<file path="src/hdl/jtc_pkg.sv">
// How it works
// - five rising test-clock edges with mode select high always land in reset.
// - controller sits in reset from power-up, no test-clock activity needed.
// - state advances only on rising test-clock edges, steered by sampled mode select.
// - in reset all test logic is inactive and the device runs normally.
// - run-test/idle acts only when the current instruction asks; none here do.
// - capture-instruction loads a fixed pattern whose two low bits are 01.
// - shift-instruction moves the instruction path one stage per rising edge.
// - serial output changes only on falling test-clock edges.
// - update-instruction latches the shifted code on the falling edge as current.
// - capture-data loads the selected data register from its capture source.
// - data shift, exits, pause and update mirror the instruction path.
// - pause-instruction holds the instruction shift path unchanged.
// - select-data-scan chooses data path or select-instruction-scan from mode select.
// - select-instruction-scan chooses instruction path or reset from mode select.
// - first instruction exit goes to pause or update from mode select.
// - eight-bit instruction sets mode, operation, one of four registers, capture source.
// - bypass stage captures logic zero in capture-data.
// - codes 00 external test, 01 sample, 02 identification, 03 high-z, 08 clamp, 0F bypass; others private.
`default_nettype none

package jtc_pkg;

  // ****************************************************************
  // sizes and fixed values
  // ****************************************************************
  localparam int unsigned IR_W    = 8;
  localparam int unsigned ID_W    = 32;
  localparam int unsigned BSR_W   = 16;
  localparam int unsigned SYNC_W  = BSR_W + 3;

  localparam logic [IR_W-1:0] IR_CAPTURE = 8'h01;  // low two bits must be 01
  localparam logic [IR_W-1:0] IR_EXTEST  = 8'h00;
  localparam logic [IR_W-1:0] IR_SAMPLE  = 8'h01;
  localparam logic [IR_W-1:0] IR_IDCODE  = 8'h02;
  localparam logic [IR_W-1:0] IR_HIGHZ   = 8'h03;
  localparam logic [IR_W-1:0] IR_CLAMP   = 8'h08;
  localparam logic [IR_W-1:0] IR_BYPASS  = 8'h0F;
  localparam logic [IR_W-1:0] IR_RESET   = IR_IDCODE;

  // identification word: arbitrary value, bit 0 set as scan rules demand
  localparam logic [ID_W-1:0]  IDCODE_VAL  = 32'h1000_2ABD;
  localparam logic [BSR_W-1:0] BSR_RESET   = 16'h0000;

  // pin positions in the synchroniser vector
  localparam int unsigned PIN_TCK = 0;
  localparam int unsigned PIN_TMS = 1;
  localparam int unsigned PIN_TDI = 2;
  localparam int unsigned PIN_CAP = 3;

  typedef enum logic [3:0] {
    ST_RESET, ST_IDLE,
    ST_SEL_DR, ST_CAP_DR, ST_SHIFT_DR, ST_EXIT1_DR, ST_PAUSE_DR, ST_EXIT2_DR, ST_UPD_DR,
    ST_SEL_IR, ST_CAP_IR, ST_SHIFT_IR, ST_EXIT1_IR, ST_PAUSE_IR, ST_EXIT2_IR, ST_UPD_IR
  } jtc_state_t;

  // the four scannable data registers
  typedef enum logic [1:0] {
    DR_BYPASS, DR_IDCODE, DR_BSR, DR_PRIVATE
  } jtc_dr_t;

endpackage : jtc_pkg

`default_nettype wire

</file>
<file path="src/hdl/jtc_pin_sync.sv">
`default_nettype none

// ****************************************************************
// two-flop synchroniser for the test pins, with clock edge pulses
// ****************************************************************
module jtc_pin_sync
  import jtc_pkg::*;
#(
  parameter int unsigned W = 4
) (
  input  wire logic         mclk,     // core clock
  input  wire logic         sys_rst,  // synchronous reset
  input  wire logic [W-1:0] pin_in,   // raw pins, bit 0 is the test clock
  output logic      [W-1:0] pin_out,  // synchronised pins
  output logic              rise,     // one-cycle pulse on test-clock rise
  output logic              fall      // one-cycle pulse on test-clock fall
);

  logic [W-1:0] meta_q;
  logic [W-1:0] sync_q;
  logic         last_q;

  // first stage feeds only the second stage
  always_ff @(posedge mclk) begin
    if (sys_rst) begin
      meta_q <= '0;
      sync_q <= '0;
      last_q <= 1'b0;
    end else begin
      meta_q <= pin_in;
      sync_q <= meta_q;
      last_q <= sync_q[0];
    end
  end

  // mode select and data share the clock's delay, so they pair with its edge
  assign pin_out = sync_q;
  assign rise    = sync_q[0] & ~last_q;
  assign fall    = ~sync_q[0] & last_q;

endmodule : jtc_pin_sync

`default_nettype wire

</file>
<file path="src/hdl/jtc_tap.sv">
`default_nettype none

// ****************************************************************
// test access port controller, instruction and data paths
// ****************************************************************
module jtc_tap
  import jtc_pkg::*;
(
  input  wire logic             mclk,         // core clock, 250 MHz
  input  wire logic             sys_rst,      // synchronous reset, also power-up
  input  wire logic             tck,          // test clock pin
  input  wire logic             tms,          // mode select pin
  input  wire logic             tdi,          // serial data in pin
  input  wire logic [BSR_W-1:0] bsr_cap,      // boundary pins to capture
  output logic                  tdo,          // serial data out
  output logic                  tdo_oe_n,     // low while serial out is driven
  output logic                  test_mode,    // normal function inhibited
  output logic                  outputs_hiz,  // device outputs disabled
  output logic [BSR_W-1:0]      bsr_drive,    // boundary values to drive
  output logic                  tap_in_reset  // controller in reset state
);

  // ****************************************************************
  // pin synchronisation
  // ****************************************************************
  logic [SYNC_W-1:0] pins;
  logic              tck_rise;
  logic              tck_fall;
  logic              tms_s;
  logic              tdi_s;
  logic [BSR_W-1:0]  cap_s;

  jtc_pin_sync #(
    .W (SYNC_W)
  ) u_sync (
    .mclk    (mclk),
    .sys_rst (sys_rst),
    .pin_in  ({bsr_cap, tdi, tms, tck}),
    .pin_out (pins),
    .rise    (tck_rise),
    .fall    (tck_fall)
  );

  // mode select and data ride the clock's delay, so they pair with its edges
  assign tms_s = pins[PIN_TMS];
  assign tdi_s = pins[PIN_TDI];
  assign cap_s = pins[PIN_CAP +: BSR_W];

  // ****************************************************************
  // helpers
  // ****************************************************************
  // true while test logic must keep its hands off the device
  function automatic logic is_reset(input jtc_state_t s);
    return s == ST_RESET;
  endfunction

  // a data register moves only on a rise while it is the selected one
  function automatic logic dr_turn(input logic rise_i, input jtc_dr_t sel_i, input jtc_dr_t own_i);
    return rise_i && sel_i == own_i;
  endfunction

  // update stages load on a fall while the controller sits in their update state
  function automatic logic upd_strobe(input logic fall_i, input jtc_state_t s, input jtc_state_t upd_i);
    return fall_i && s == upd_i;
  endfunction

  // next state from mode select; from any state five ones reach reset
  function automatic jtc_state_t next_state(input jtc_state_t s, input logic m);
    jtc_state_t n;
    n = s;
    case (s)
      ST_RESET:    n = m ? ST_RESET : ST_IDLE;
      ST_IDLE:     n = m ? ST_SEL_DR : ST_IDLE;
      ST_SEL_DR:   n = m ? ST_SEL_IR : ST_CAP_DR;
      ST_CAP_DR:   n = m ? ST_EXIT1_DR : ST_SHIFT_DR;
      ST_SHIFT_DR: n = m ? ST_EXIT1_DR : ST_SHIFT_DR;
      ST_EXIT1_DR: n = m ? ST_UPD_DR : ST_PAUSE_DR;
      ST_PAUSE_DR: n = m ? ST_EXIT2_DR : ST_PAUSE_DR;
      ST_EXIT2_DR: n = m ? ST_UPD_DR : ST_SHIFT_DR;
      ST_UPD_DR:   n = m ? ST_SEL_DR : ST_IDLE;
      ST_SEL_IR:   n = m ? ST_RESET : ST_CAP_IR;
      ST_CAP_IR:   n = m ? ST_EXIT1_IR : ST_SHIFT_IR;
      ST_SHIFT_IR: n = m ? ST_EXIT1_IR : ST_SHIFT_IR;
      ST_EXIT1_IR: n = m ? ST_UPD_IR : ST_PAUSE_IR;
      ST_PAUSE_IR: n = m ? ST_EXIT2_IR : ST_PAUSE_IR;
      ST_EXIT2_IR: n = m ? ST_UPD_IR : ST_SHIFT_IR;
      ST_UPD_IR:   n = m ? ST_SEL_DR : ST_IDLE;
      default:     n = ST_RESET;
    endcase
    return n;
  endfunction

  // ****************************************************************
  // state machine
  // ****************************************************************
  jtc_state_t state_q;
  jtc_state_t state_d;

  // the next state is offered every cycle but only taken on a detected rise
  always_comb begin
    state_d = next_state(state_q, tms_s);
  end

  // reset doubles as power-up, so no test-clock edge is needed to get there
  always_ff @(posedge mclk) begin
    if (sys_rst) begin
      state_q <= ST_RESET;
    end else if (tck_rise) begin
      state_q <= state_d;
    end
  end

  // ****************************************************************
  // instruction path
  // ****************************************************************
  logic [IR_W-1:0] ir_sr_q;
  logic [IR_W-1:0] ir_q;

  // shift stages: capture fixed pattern, shift, hold elsewhere incl. pause
  always_ff @(posedge mclk) begin
    if (sys_rst) begin
      ir_sr_q <= IR_CAPTURE;
    end else if (is_reset(state_q)) begin
      ir_sr_q <= IR_CAPTURE;
    end else if (tck_rise) begin
      case (state_q)
        ST_CAP_IR:   ir_sr_q <= IR_CAPTURE;
        ST_SHIFT_IR: ir_sr_q <= {tdi_s, ir_sr_q[IR_W-1:1]};
        default:     ir_sr_q <= ir_sr_q;
      endcase
    end
  end

  // holding register: loaded on the falling edge, forced to default in reset
  always_ff @(posedge mclk) begin
    if (sys_rst) begin
      ir_q <= IR_RESET;
    end else if (is_reset(state_q)) begin
      ir_q <= IR_RESET;
    end else if (upd_strobe(tck_fall, state_q, ST_UPD_IR)) begin
      ir_q <= ir_sr_q;
    end
  end

  // ****************************************************************
  // instruction decode
  // ****************************************************************
  jtc_dr_t dr_sel;
  logic    mode_test;
  logic    mode_hiz;
  logic    cap_pins;

  // unlisted codes are private; they scan a one-bit stage like bypass
  always_comb begin
    dr_sel    = DR_PRIVATE;
    mode_test = 1'b0;
    mode_hiz  = 1'b0;
    cap_pins  = 1'b0;
    case (ir_q)
      IR_EXTEST: begin
        dr_sel    = DR_BSR;
        mode_test = 1'b1;
        cap_pins  = 1'b1;
      end
      IR_SAMPLE: begin
        dr_sel   = DR_BSR;
        cap_pins = 1'b1;
      end
      IR_IDCODE: begin
        dr_sel = DR_IDCODE;
      end
      IR_HIGHZ: begin
        dr_sel    = DR_BYPASS;
        mode_test = 1'b1;
        mode_hiz  = 1'b1;
      end
      IR_CLAMP: begin
        dr_sel    = DR_BYPASS;
        mode_test = 1'b1;
      end
      IR_BYPASS: begin
        dr_sel = DR_BYPASS;
      end
      default: begin
        dr_sel = DR_PRIVATE;
      end
    endcase
  end

  // ****************************************************************
  // data registers
  // ****************************************************************
  logic             byp_q;
  logic             priv_q;
  logic [ID_W-1:0]  id_sr_q;
  logic [BSR_W-1:0] bsr_sr_q;

  // bypass stage: zero on capture, one stage of shift
  always_ff @(posedge mclk) begin
    if (sys_rst) begin
      byp_q <= 1'b0;
    end else if (is_reset(state_q)) begin
      byp_q <= 1'b0;
    end else if (dr_turn(tck_rise, dr_sel, DR_BYPASS)) begin
      case (state_q)
        ST_CAP_DR:   byp_q <= 1'b0;
        ST_SHIFT_DR: byp_q <= tdi_s;
        default:     byp_q <= byp_q;
      endcase
    end
  end

  // private stage behaves as bypass so unused codes keep the chain intact
  always_ff @(posedge mclk) begin
    if (sys_rst) begin
      priv_q <= 1'b0;
    end else if (is_reset(state_q)) begin
      priv_q <= 1'b0;
    end else if (dr_turn(tck_rise, dr_sel, DR_PRIVATE)) begin
      case (state_q)
        ST_CAP_DR:   priv_q <= 1'b0;
        ST_SHIFT_DR: priv_q <= tdi_s;
        default:     priv_q <= priv_q;
      endcase
    end
  end

  // identification shift register, read only
  always_ff @(posedge mclk) begin
    if (sys_rst) begin
      id_sr_q <= IDCODE_VAL;
    end else if (is_reset(state_q)) begin
      id_sr_q <= IDCODE_VAL;
    end else if (dr_turn(tck_rise, dr_sel, DR_IDCODE)) begin
      case (state_q)
        ST_CAP_DR:   id_sr_q <= IDCODE_VAL;
        ST_SHIFT_DR: id_sr_q <= {tdi_s, id_sr_q[ID_W-1:1]};
        default:     id_sr_q <= id_sr_q;
      endcase
    end
  end

  // boundary shift register; captures pins or keeps value per instruction
  always_ff @(posedge mclk) begin
    if (sys_rst) begin
      bsr_sr_q <= BSR_RESET;
    end else if (is_reset(state_q)) begin
      bsr_sr_q <= BSR_RESET;
    end else if (dr_turn(tck_rise, dr_sel, DR_BSR)) begin
      case (state_q)
        ST_CAP_DR:   bsr_sr_q <= cap_pins ? cap_s : bsr_sr_q;
        ST_SHIFT_DR: bsr_sr_q <= {tdi_s, bsr_sr_q[BSR_W-1:1]};
        default:     bsr_sr_q <= bsr_sr_q;
      endcase
    end
  end

  // boundary update stage on the falling edge, cleared in reset
  always_ff @(posedge mclk) begin
    if (sys_rst) begin
      bsr_drive <= BSR_RESET;
    end else if (is_reset(state_q)) begin
      bsr_drive <= BSR_RESET;
    end else if (upd_strobe(tck_fall, state_q, ST_UPD_DR) && dr_sel == DR_BSR) begin
      bsr_drive <= bsr_sr_q;
    end
  end

  // ****************************************************************
  // serial output
  // ****************************************************************
  logic dr_bit;

  // serial bit of whichever data register the instruction selects
  always_comb begin
    case (dr_sel)
      DR_BYPASS: dr_bit = byp_q;
      DR_IDCODE: dr_bit = id_sr_q[0];
      DR_BSR:    dr_bit = bsr_sr_q[0];
      default:   dr_bit = priv_q;
    endcase
  end

  // moves only on falling edges so the tester samples a settled bit
  always_ff @(posedge mclk) begin
    if (sys_rst) begin
      tdo <= 1'b0;
    end else if (tck_fall) begin
      case (state_q)
        ST_SHIFT_IR: tdo <= ir_sr_q[0];
        ST_SHIFT_DR: tdo <= dr_bit;
        default:     tdo <= tdo;
      endcase
    end
  end

  // enable follows the same falls; a released pin keeps the last bit behind it
  always_ff @(posedge mclk) begin
    if (sys_rst) begin
      tdo_oe_n <= 1'b1;
    end else if (tck_fall) begin
      case (state_q)
        ST_SHIFT_IR: tdo_oe_n <= 1'b0;
        ST_SHIFT_DR: tdo_oe_n <= 1'b0;
        default:     tdo_oe_n <= 1'b1;
      endcase
    end
  end

  // ****************************************************************
  // mode outputs
  // ****************************************************************
  // idle state triggers nothing: no instruction here runs a self test
  always_ff @(posedge mclk) begin
    if (sys_rst) begin
      test_mode <= 1'b0;
    end else begin
      test_mode <= mode_test && !is_reset(state_q);
    end
  end

  // outputs float only under the high-impedance code, never in reset
  always_ff @(posedge mclk) begin
    if (sys_rst) begin
      outputs_hiz <= 1'b0;
    end else begin
      outputs_hiz <= mode_hiz && !is_reset(state_q);
    end
  end

  // reset flag trails the state by one cycle, like test_mode and outputs_hiz
  always_ff @(posedge mclk) begin
    if (sys_rst) begin
      tap_in_reset <= 1'b1;
    end else begin
      tap_in_reset <= is_reset(state_q);
    end
  end

endmodule : jtc_tap

`default_nettype wire

</file>
<file path="config.mk">
export PLATFORM = sky130hd
export DESIGN_NAME = jtc_tap
export DESIGN_NICKNAME = d
export VERILOG_FILES = /design/src/hdl/jtc_pkg.sv /design/src/hdl/jtc_pin_sync.sv /design/src/hdl/jtc_tap.sv
export SDC_FILE = /design/constraint.sdc
export NUM_CORES = 1
export LEC_CHECK = 0
export ABC_AREA = 1
export BUFFER_PORTS_ARGS = -buffer_cell sky130_fd_sc_hd__buf_2
export CORE_MARGIN = 2
export CORE_UTILIZATION = 40
export DETAILED_ROUTE_END_ITERATION = 7
export PLACE_DENSITY = 0.6
export SETUP_SLACK_MARGIN = 0.3
export SYNTH_ARGS = -nofsm -noshare
export SYNTH_HDL_FRONTEND = slang
export SYNTH_SLANG_ARGS = --single-unit
</file>
<file path="constraint.sdc">
create_clock -name mclk -period 1.4 [get_ports mclk]
set_input_delay 0.07 -clock mclk [delete_from_list [all_inputs] [get_ports mclk]]
set_output_delay 0.07 -clock mclk [all_outputs]
set_load 0.05 [all_outputs]
</file>
==> results of run 1 <==
-- area by class of cell --
cell class	instances	area share
flip-flops and latches	130	0.3284
inverters	82	0.04517
multi-input cells	382	0.3168
clock inverters	12	0.01710
repair buffers	152	0.2139
well taps	147	0.02306
clock buffers	19	0.05552
-- path summary, 6_finish.rpt --
check | from | endpoint | slack [ns] | depth (start not counted)
worst max-delay path | state_q[2]$_SDFFE_PP0P_ | bsr_drive[10]$_SDFFE_PP0P_ | -0.13 | 7
worst min-delay path | sys_rst | u_sync.meta_q[12]$_SDFF_PP0_ | 0.16 | 3
worst max register to register | state_q[2]$_SDFFE_PP0P_ | bsr_drive[10]$_SDFFE_PP0P_ | -0.13 | 7
worst min register to register | u_sync.meta_q[2]$_SDFF_PP0_ | u_sync.pin_out[2]$_SDFF_PP0_ | 0.40 | 2
-- cells by family after synthesis --
group	Yosys count	share of synthesized area
compound gates	165	0.1746
buf+inv	115	0.09672
flops	130	0.5379
simple gates	216	0.1908
-- state kept, by name (all words and copies together) (netlist names) --
register and count:
test_mode 1, bsr_drive 16, tap_in_reset 1, u_sync.pin_out 19, priv_q 1, outputs_hiz 1
u_sync.last_q 1, tdo_oe_n 1, tdo 1, ir_q 8, byp_q 1, bsr_sr_q 16
u_sync.meta_q 19, ir_sr_q 8, state_q 4, id_sr_q 32
-- routing by layer --
| layer | track usage | vias to the layer above | part of all wire |
|---|---|---|---|
| met5 | 0 | - | 0 |
| met4 | 0.06748 | 0 | 0.026 |
| met3 | 0.05473 | 33 | 0.039 |
| met2 | 0.3313 | 117 | 0.51 |
| met1 | 0.2576 | 2263 | 0.42 |
| li1 | - | 2314 | - |
-- Yosys cell counts --
cell / count
nor2_2: 1
buf_2: 8
o21ai_0: 70
nand2_2: 2
nand4_1: 4
nor3_1: 21
nand3_1: 22
clkbuf_1: 17
inv_1: 75
nor3_2: 1
nor3b_1: 1
dfxtp_1: 130
a21oi_1: 81
o21ai_2: 1
buf_4: 7
nor2_4: 3
o21bai_1: 1
o221ai_1: 1
buf_1: 1
inv_2: 7
nand2_1: 74
nor2_1: 85
o21ai_1: 7
a211oi_1: 3
a31oi_1: 1
and2_1: 1
nand3_2: 1
-- critical path, stage by stage (launching register included) --
cell	delay, ns
dfxtp_4	0.37
buf_6	0.13
nor2_4	0.13
nand2_2	0.10
nor3_4	0.26
buf_12	0.19
o21ai_0	0.13
a21oi_2	0.15
-- power by group through the flow --
stage | Clock [mW] | Combinational, mW | Sequential, mW
floorplan | 0 | 0.128 | 3.85
global placement | 0 | 0.201 | 3.85
detailed placement | 0 | 0.203 | 3.85
CTS | 4.36 | 0.321 | 3.77
global route | 4.55 | 0.396 | 3.78
finish | 4.36 | 0.365 | 3.77
-- metrics by stage --
stage            util  instances
2_1_floorplan       -        626
3_5_place_dp   0.4689        825
6_report       0.6697        924
3_3_place_gp   0.4689        825
4_1_cts        0.6043        903
5_1_grt        0.6697        924
-- what timing repair did --
item | CTS | global route
hold endpoints to repair | 19 | 0
cloned | 10 | 8
setup endpoints to repair | 101 | 101
pin swaps | 43 | 56
gates resized for setup | 161 | 136
hold buffers | 19 | 0
setup buffers | 18 | 13
==> impl_metrics.toml, run 1 <==
[clock_network]
clkSlewWorstSetupHoldPaths_ns = 0.06
clockBufferDepth = 2
cts-root-buf = "clkbuf_16"
htreeDepth = 4
cts_tree = "done"
clk_latency_ns = 0.42
clock_sinks = 130
cts_made_buffers = 17

[drt]
wirelength_mm = 14.77
detail_route.iter0.violations = 439
firstDrtPassIters = 5
ant_nets = 0
wire_per_inst_um = 15.99
drcViolationCount = 0
num_vias = 4727
vias_per_cell = 5.116

[timing]
finalWorstSetupSlack_ns = -0.1321
tns_ns = -4.507
post-route-period-util = 1.094
worst_pin_slew_ns = 0.3731
setup_viol = 78
skew_ns = 0.008792
finalHoldViolCount = 0
relSlewSlack = 0.7486
min_period_ns = 1.532
max_freq_ghz = 0.6527
rsz0062_at_grt = "yes"
whs_ns = 0.1595
slew_violations = 0

[synth]
synth_top_area_cell = "dfxtp_1"
netlist_top_cells_area = "dfxtp_1 54%, a21oi_1 8.4%, o21ai_0 7.2%"
synth_top_area_frac = 0.5379
seq_area_frac_synth = 0.5379
ys_ff_latch = 130
syn-num-nets = 647
yosysWarnings = 0
avgSynthCellArea_sq_um = 7.729
syn-cell-area_sq_um = 4838
ys_types = 27
syn_inst = 626

[critical_path]
crit_path_end_kind = "flip-flop"
critPathLaunchType = "flip-flop"
cp_max_fo = 16
crit_type = "flip-flop to flip-flop"
crit_required_ns = 1.75
cp.arrival_ns = 1.88

[floorplanning]
die_h_um = 114.0
io_pins = 42
die-area_sq_um = 12990
die_w_um = 114.0
core_region_area_sq_um = 11910
rows = 40
initial_core_util = 0.4062

[power_and_ir_drop]
ir_drop_uv = 659.8
p_leak_nw = 3.225
internal_power_mw = 6.596
power.clock.fraction = 0.513
comb_power_share = 0.043
cellPowerDensity_nw_per_um2 = 1065
swShare = 0.2233
p_sw_mw = 1.897
seqPwrFrac = 0.444
p_total_mw = 8.493

[placed_design]
gp_congestion = 0.8942
dpl_cell_area_sq_um = 5585
place_hpwl_mm = 6.851
place_ws_ns = -0.2186
port_buffers = 41

[global_route]
grt_pass1_vias = 4280
grt_max_degree = 43
overflow = 0
grt_pass1_wl_mm = 20.82
antenna_found_initial = 0
track_usage = 0.2018

[cells_and_area]
fillers = 850
register_area_sq_um = 2620
final_area_sq_um = 7978
num-nets-final = 786
area_growth_pct = 64.88
diodes = 0
final_cell_mix = "122 x dfxtp_1, 67 x inv_1, 64 x nor2_1"
drive_gt1_frac = 0.4350
multi_input_area_sq_um = 2527
final_common_cell = "dfxtp_1"

[run_status]
violations = "negative setup slack"
outcome = "finished with violations"

[hold_path]
hold_class = "input pin to flip-flop"

[run]
maxCapViolCount = 0
(Power assumes the default switching activity.)
==> run 2: changes to the inputs <==
--- a/config.mk
+++ b/config.mk
@@ -10,7 +10,7 @@
 export CORE_MARGIN = 2
 export CORE_UTILIZATION = 40
 export DETAILED_ROUTE_END_ITERATION = 7
-export PLACE_DENSITY = 0.6
+export PLACE_DENSITY = 0.58
 export SETUP_SLACK_MARGIN = 0.3
 export SYNTH_ARGS = -nofsm -noshare
 export SYNTH_HDL_FRONTEND = slang
==> constraint.sdc (replaced) <==
create_clock -name mclk -period 1.85 [get_ports mclk]
set_input_delay 0.0925 -clock mclk [delete_from_list [all_inputs] [get_ports mclk]]
set_output_delay 0.0925 -clock mclk [all_outputs]
set_load 0.05 [all_outputs]
==> run 2 against run 1 <==
Compared with the run above:
- hold slack improved by 0.010 ns
- critical path type unchanged
- clock power fell by 20%
- flip-flop and latch count did not move
- largest power group unchanged
- die area did not move
- the flow now finishes without violations
- clock skew fell by 0.00084 ns
==> impl_metrics.toml, run 2 (synthesis gave the netlist of run 1 again) <==
[critical_path]
crit_required_ns = 2.19
crit_type = "flip-flop to flip-flop"
cp-startpoint = "state_q[1]$_SDFFE_PP0P_"
cp_max_fo = 11
cp.arrival_ns = 1.85
rr_endpoint = "id_sr_q[1]$_SDFFE_PP0P_"
rrSetupSlack_ns = 0.33
cp-endpoint = "id_sr_q[1]$_SDFFE_PP0P_"
critPathLaunchType = "flip-flop"
timing.rr.start = "state_q[1]$_SDFFE_PP0P_"
crit_path_end_kind = "flip-flop"
r2r_cells = 9

[clock_network]
clock_sinks = 130
cts_tree = "done"
htreeDepth = 4
cts_made_buffers = 17
clockBufferDepth = 2
clkSlewWorstSetupHoldPaths_ns = 0.06
cts-root-buf = "clkbuf_16"
clk_latency_ns = 0.42

[cells_and_area]
diodes = 0
top_register = "id_sr_q"
fin_util = 0.5370
final_common_cell = "dfxtp_1"
drive_gt1_frac = 0.2105
fin_cells = 855
num-nets-final = 717
multi_input_area_sq_um = 1926
largest_reg_flops = 32
area_growth_pct = 32.20
fillers = 1093
register_area_sq_um = 2614
final_cell_mix = "125 x dfxtp_1, 78 x nor2_1, 73 x inv_1"

[drt]
num_vias = 4123
detail_route.iter0.violations = 231
drcViolationCount = 0
wire_per_inst_um = 12.35
ant_nets = 0
vias_per_cell = 4.822
wirelength_mm = 10.56
firstDrtPassIters = 4

[power_and_ir_drop]
cellPowerDensity_nw_per_um2 = 1023
p_leak_nw = 2.658
ir_drop_uv = 612.2

[timing]
slew_violations = 0
worst_pin_slew_ns = 0.4102
max_freq_ghz = 0.6586
skew_ns = 0.007957
setup_viol = 0
tns_ns = 0
rsz0062_at_grt = "yes"
finalHoldViolCount = 0
finalWorstSetupSlack_ns = 0.3316
relSlewSlack = 0.7265
min_period_ns = 1.518
post-route-period-util = 0.8208

[global_route]
grt_pass1_wl_mm = 17.11
grt_max_degree = 54
antenna_found_initial = 0
track_usage = 0.1655
grt_pass1_vias = 3735
overflow = 0

[run]
maxCapViolCount = 0

[floorplanning]
initial_core_util = 0.4062
io_pins = 42
die-area_sq_um = 12990
die_h_um = 114.0
die_w_um = 114.0
rows = 40
core_region_area_sq_um = 11910

[placed_design]
port_buffers = 41
placedCellCount = 793
gp_congestion = 0.8538
place_ws_ns = 0.09244
place_hpwl_mm = 6.246

[hold_path]
hold_class = "input pin to flip-flop"

[run_status]
outcome = "finished, final reports clean"
## run 2: changes by cell type in the layout (fill, tap and decap cells not counted), sizes merged
cell	before	now
inv	82	85
buf	120	63
clkinv	7	3
clkinvlp	3	1
nand2	77	76
clkbuf	32	22
bufinv	2	4
## run 2: final cells by class
type | count | area share
sequential | 130 | 0.4086
multi-input combinational | 381 | 0.3011
timing repair buffer | 84 | 0.1127
clock buffer | 20 | 0.06984
inverter | 82 | 0.05145
tap | 147 | 0.02876
clock inverter | 11 | 0.02758
## run 2: through the flow
| step | power (mW) | hold slack [ns] | area [sq um] |
|---|---|---|---|
| 6_report | 6.541 | 0.1695 | 6396 |
| 5_1_grt | 6.775 | 0.1806 | 6396 |
| 4_1_cts | 6.603 | 0.1295 | 6060 |
| 3_5_place_dp | 3.052 | 0.2999 | 5226 |
| 3_3_place_gp | 3.050 | 0.2922 | 5226 |
| 2_1_floorplan | 3.001 | 0.1995 | 4838 |
## run 2: worst min-delay path by stage
| stage | start | endpoint | slack (ns) | cells past startpoint |
|---|---|---|---|---|
| CTS | sys_rst | ir_sr_q[0]$_SDFFE_PP1P_ | 0.13 | 4 |
| finish | sys_rst | ir_sr_q[0]$_SDFFE_PP1P_ | 0.17 | 4 |
| detailed placement | bsr_cap[2] | u_sync.meta_q[5]$_SDFF_PP0_ | 0.30 | 3 |
| global placement | bsr_cap[0] | u_sync.meta_q[3]$_SDFF_PP0_ | 0.29 | 3 |
| global route | sys_rst | id_sr_q[11]$_SDFFE_PP1P_ | 0.18 | 4 |
| floorplan | tck | u_sync.meta_q[0]$_SDFF_PP0_ | 0.20 | 2 |
## run 2: timing repair
action                                  in CTS  in global routing
endpoints found under the setup margin      66                 79
hold buffers                                19                  0
hold endpoints to repair                    19                  0
buffers inserted                             0                  9
pin swaps                                    1                 16
resized for setup                            9                 60
gates cloned                                 0                  3
## run 2: critical path, cell delays in order, from the launching register on
cell     delay, ns
dfxtp_4       0.37
inv_4         0.09
nand2_4       0.07
nor2_4        0.18
o21ai_4       0.09
nor2_4        0.13
buf_12        0.16
buf_12        0.13
nor2_1        0.04
nor3_1        0.17
## run 2: power by group
part           leakage (nW)  total (mW)  switching (mW)  internal, mW
clock                 0.301        3.50            1.21          2.29
combinational          1.30       0.184          0.0961        0.0876
sequential             1.06        2.85          0.0131          2.84
total                  2.66        6.54            1.32          5.22
## run 2: metal layers
metal / GRT usage / vias to the layer above / routed length [um]
li1: - / 2171 / -
met1: 0.2189 / 1848 / 4988
met3: 0.05367 / 16 / 528
met4: 0.06341 / 0 / 210
met2: 0.2524 / 88 / 4835
met5: 0 / - / 0
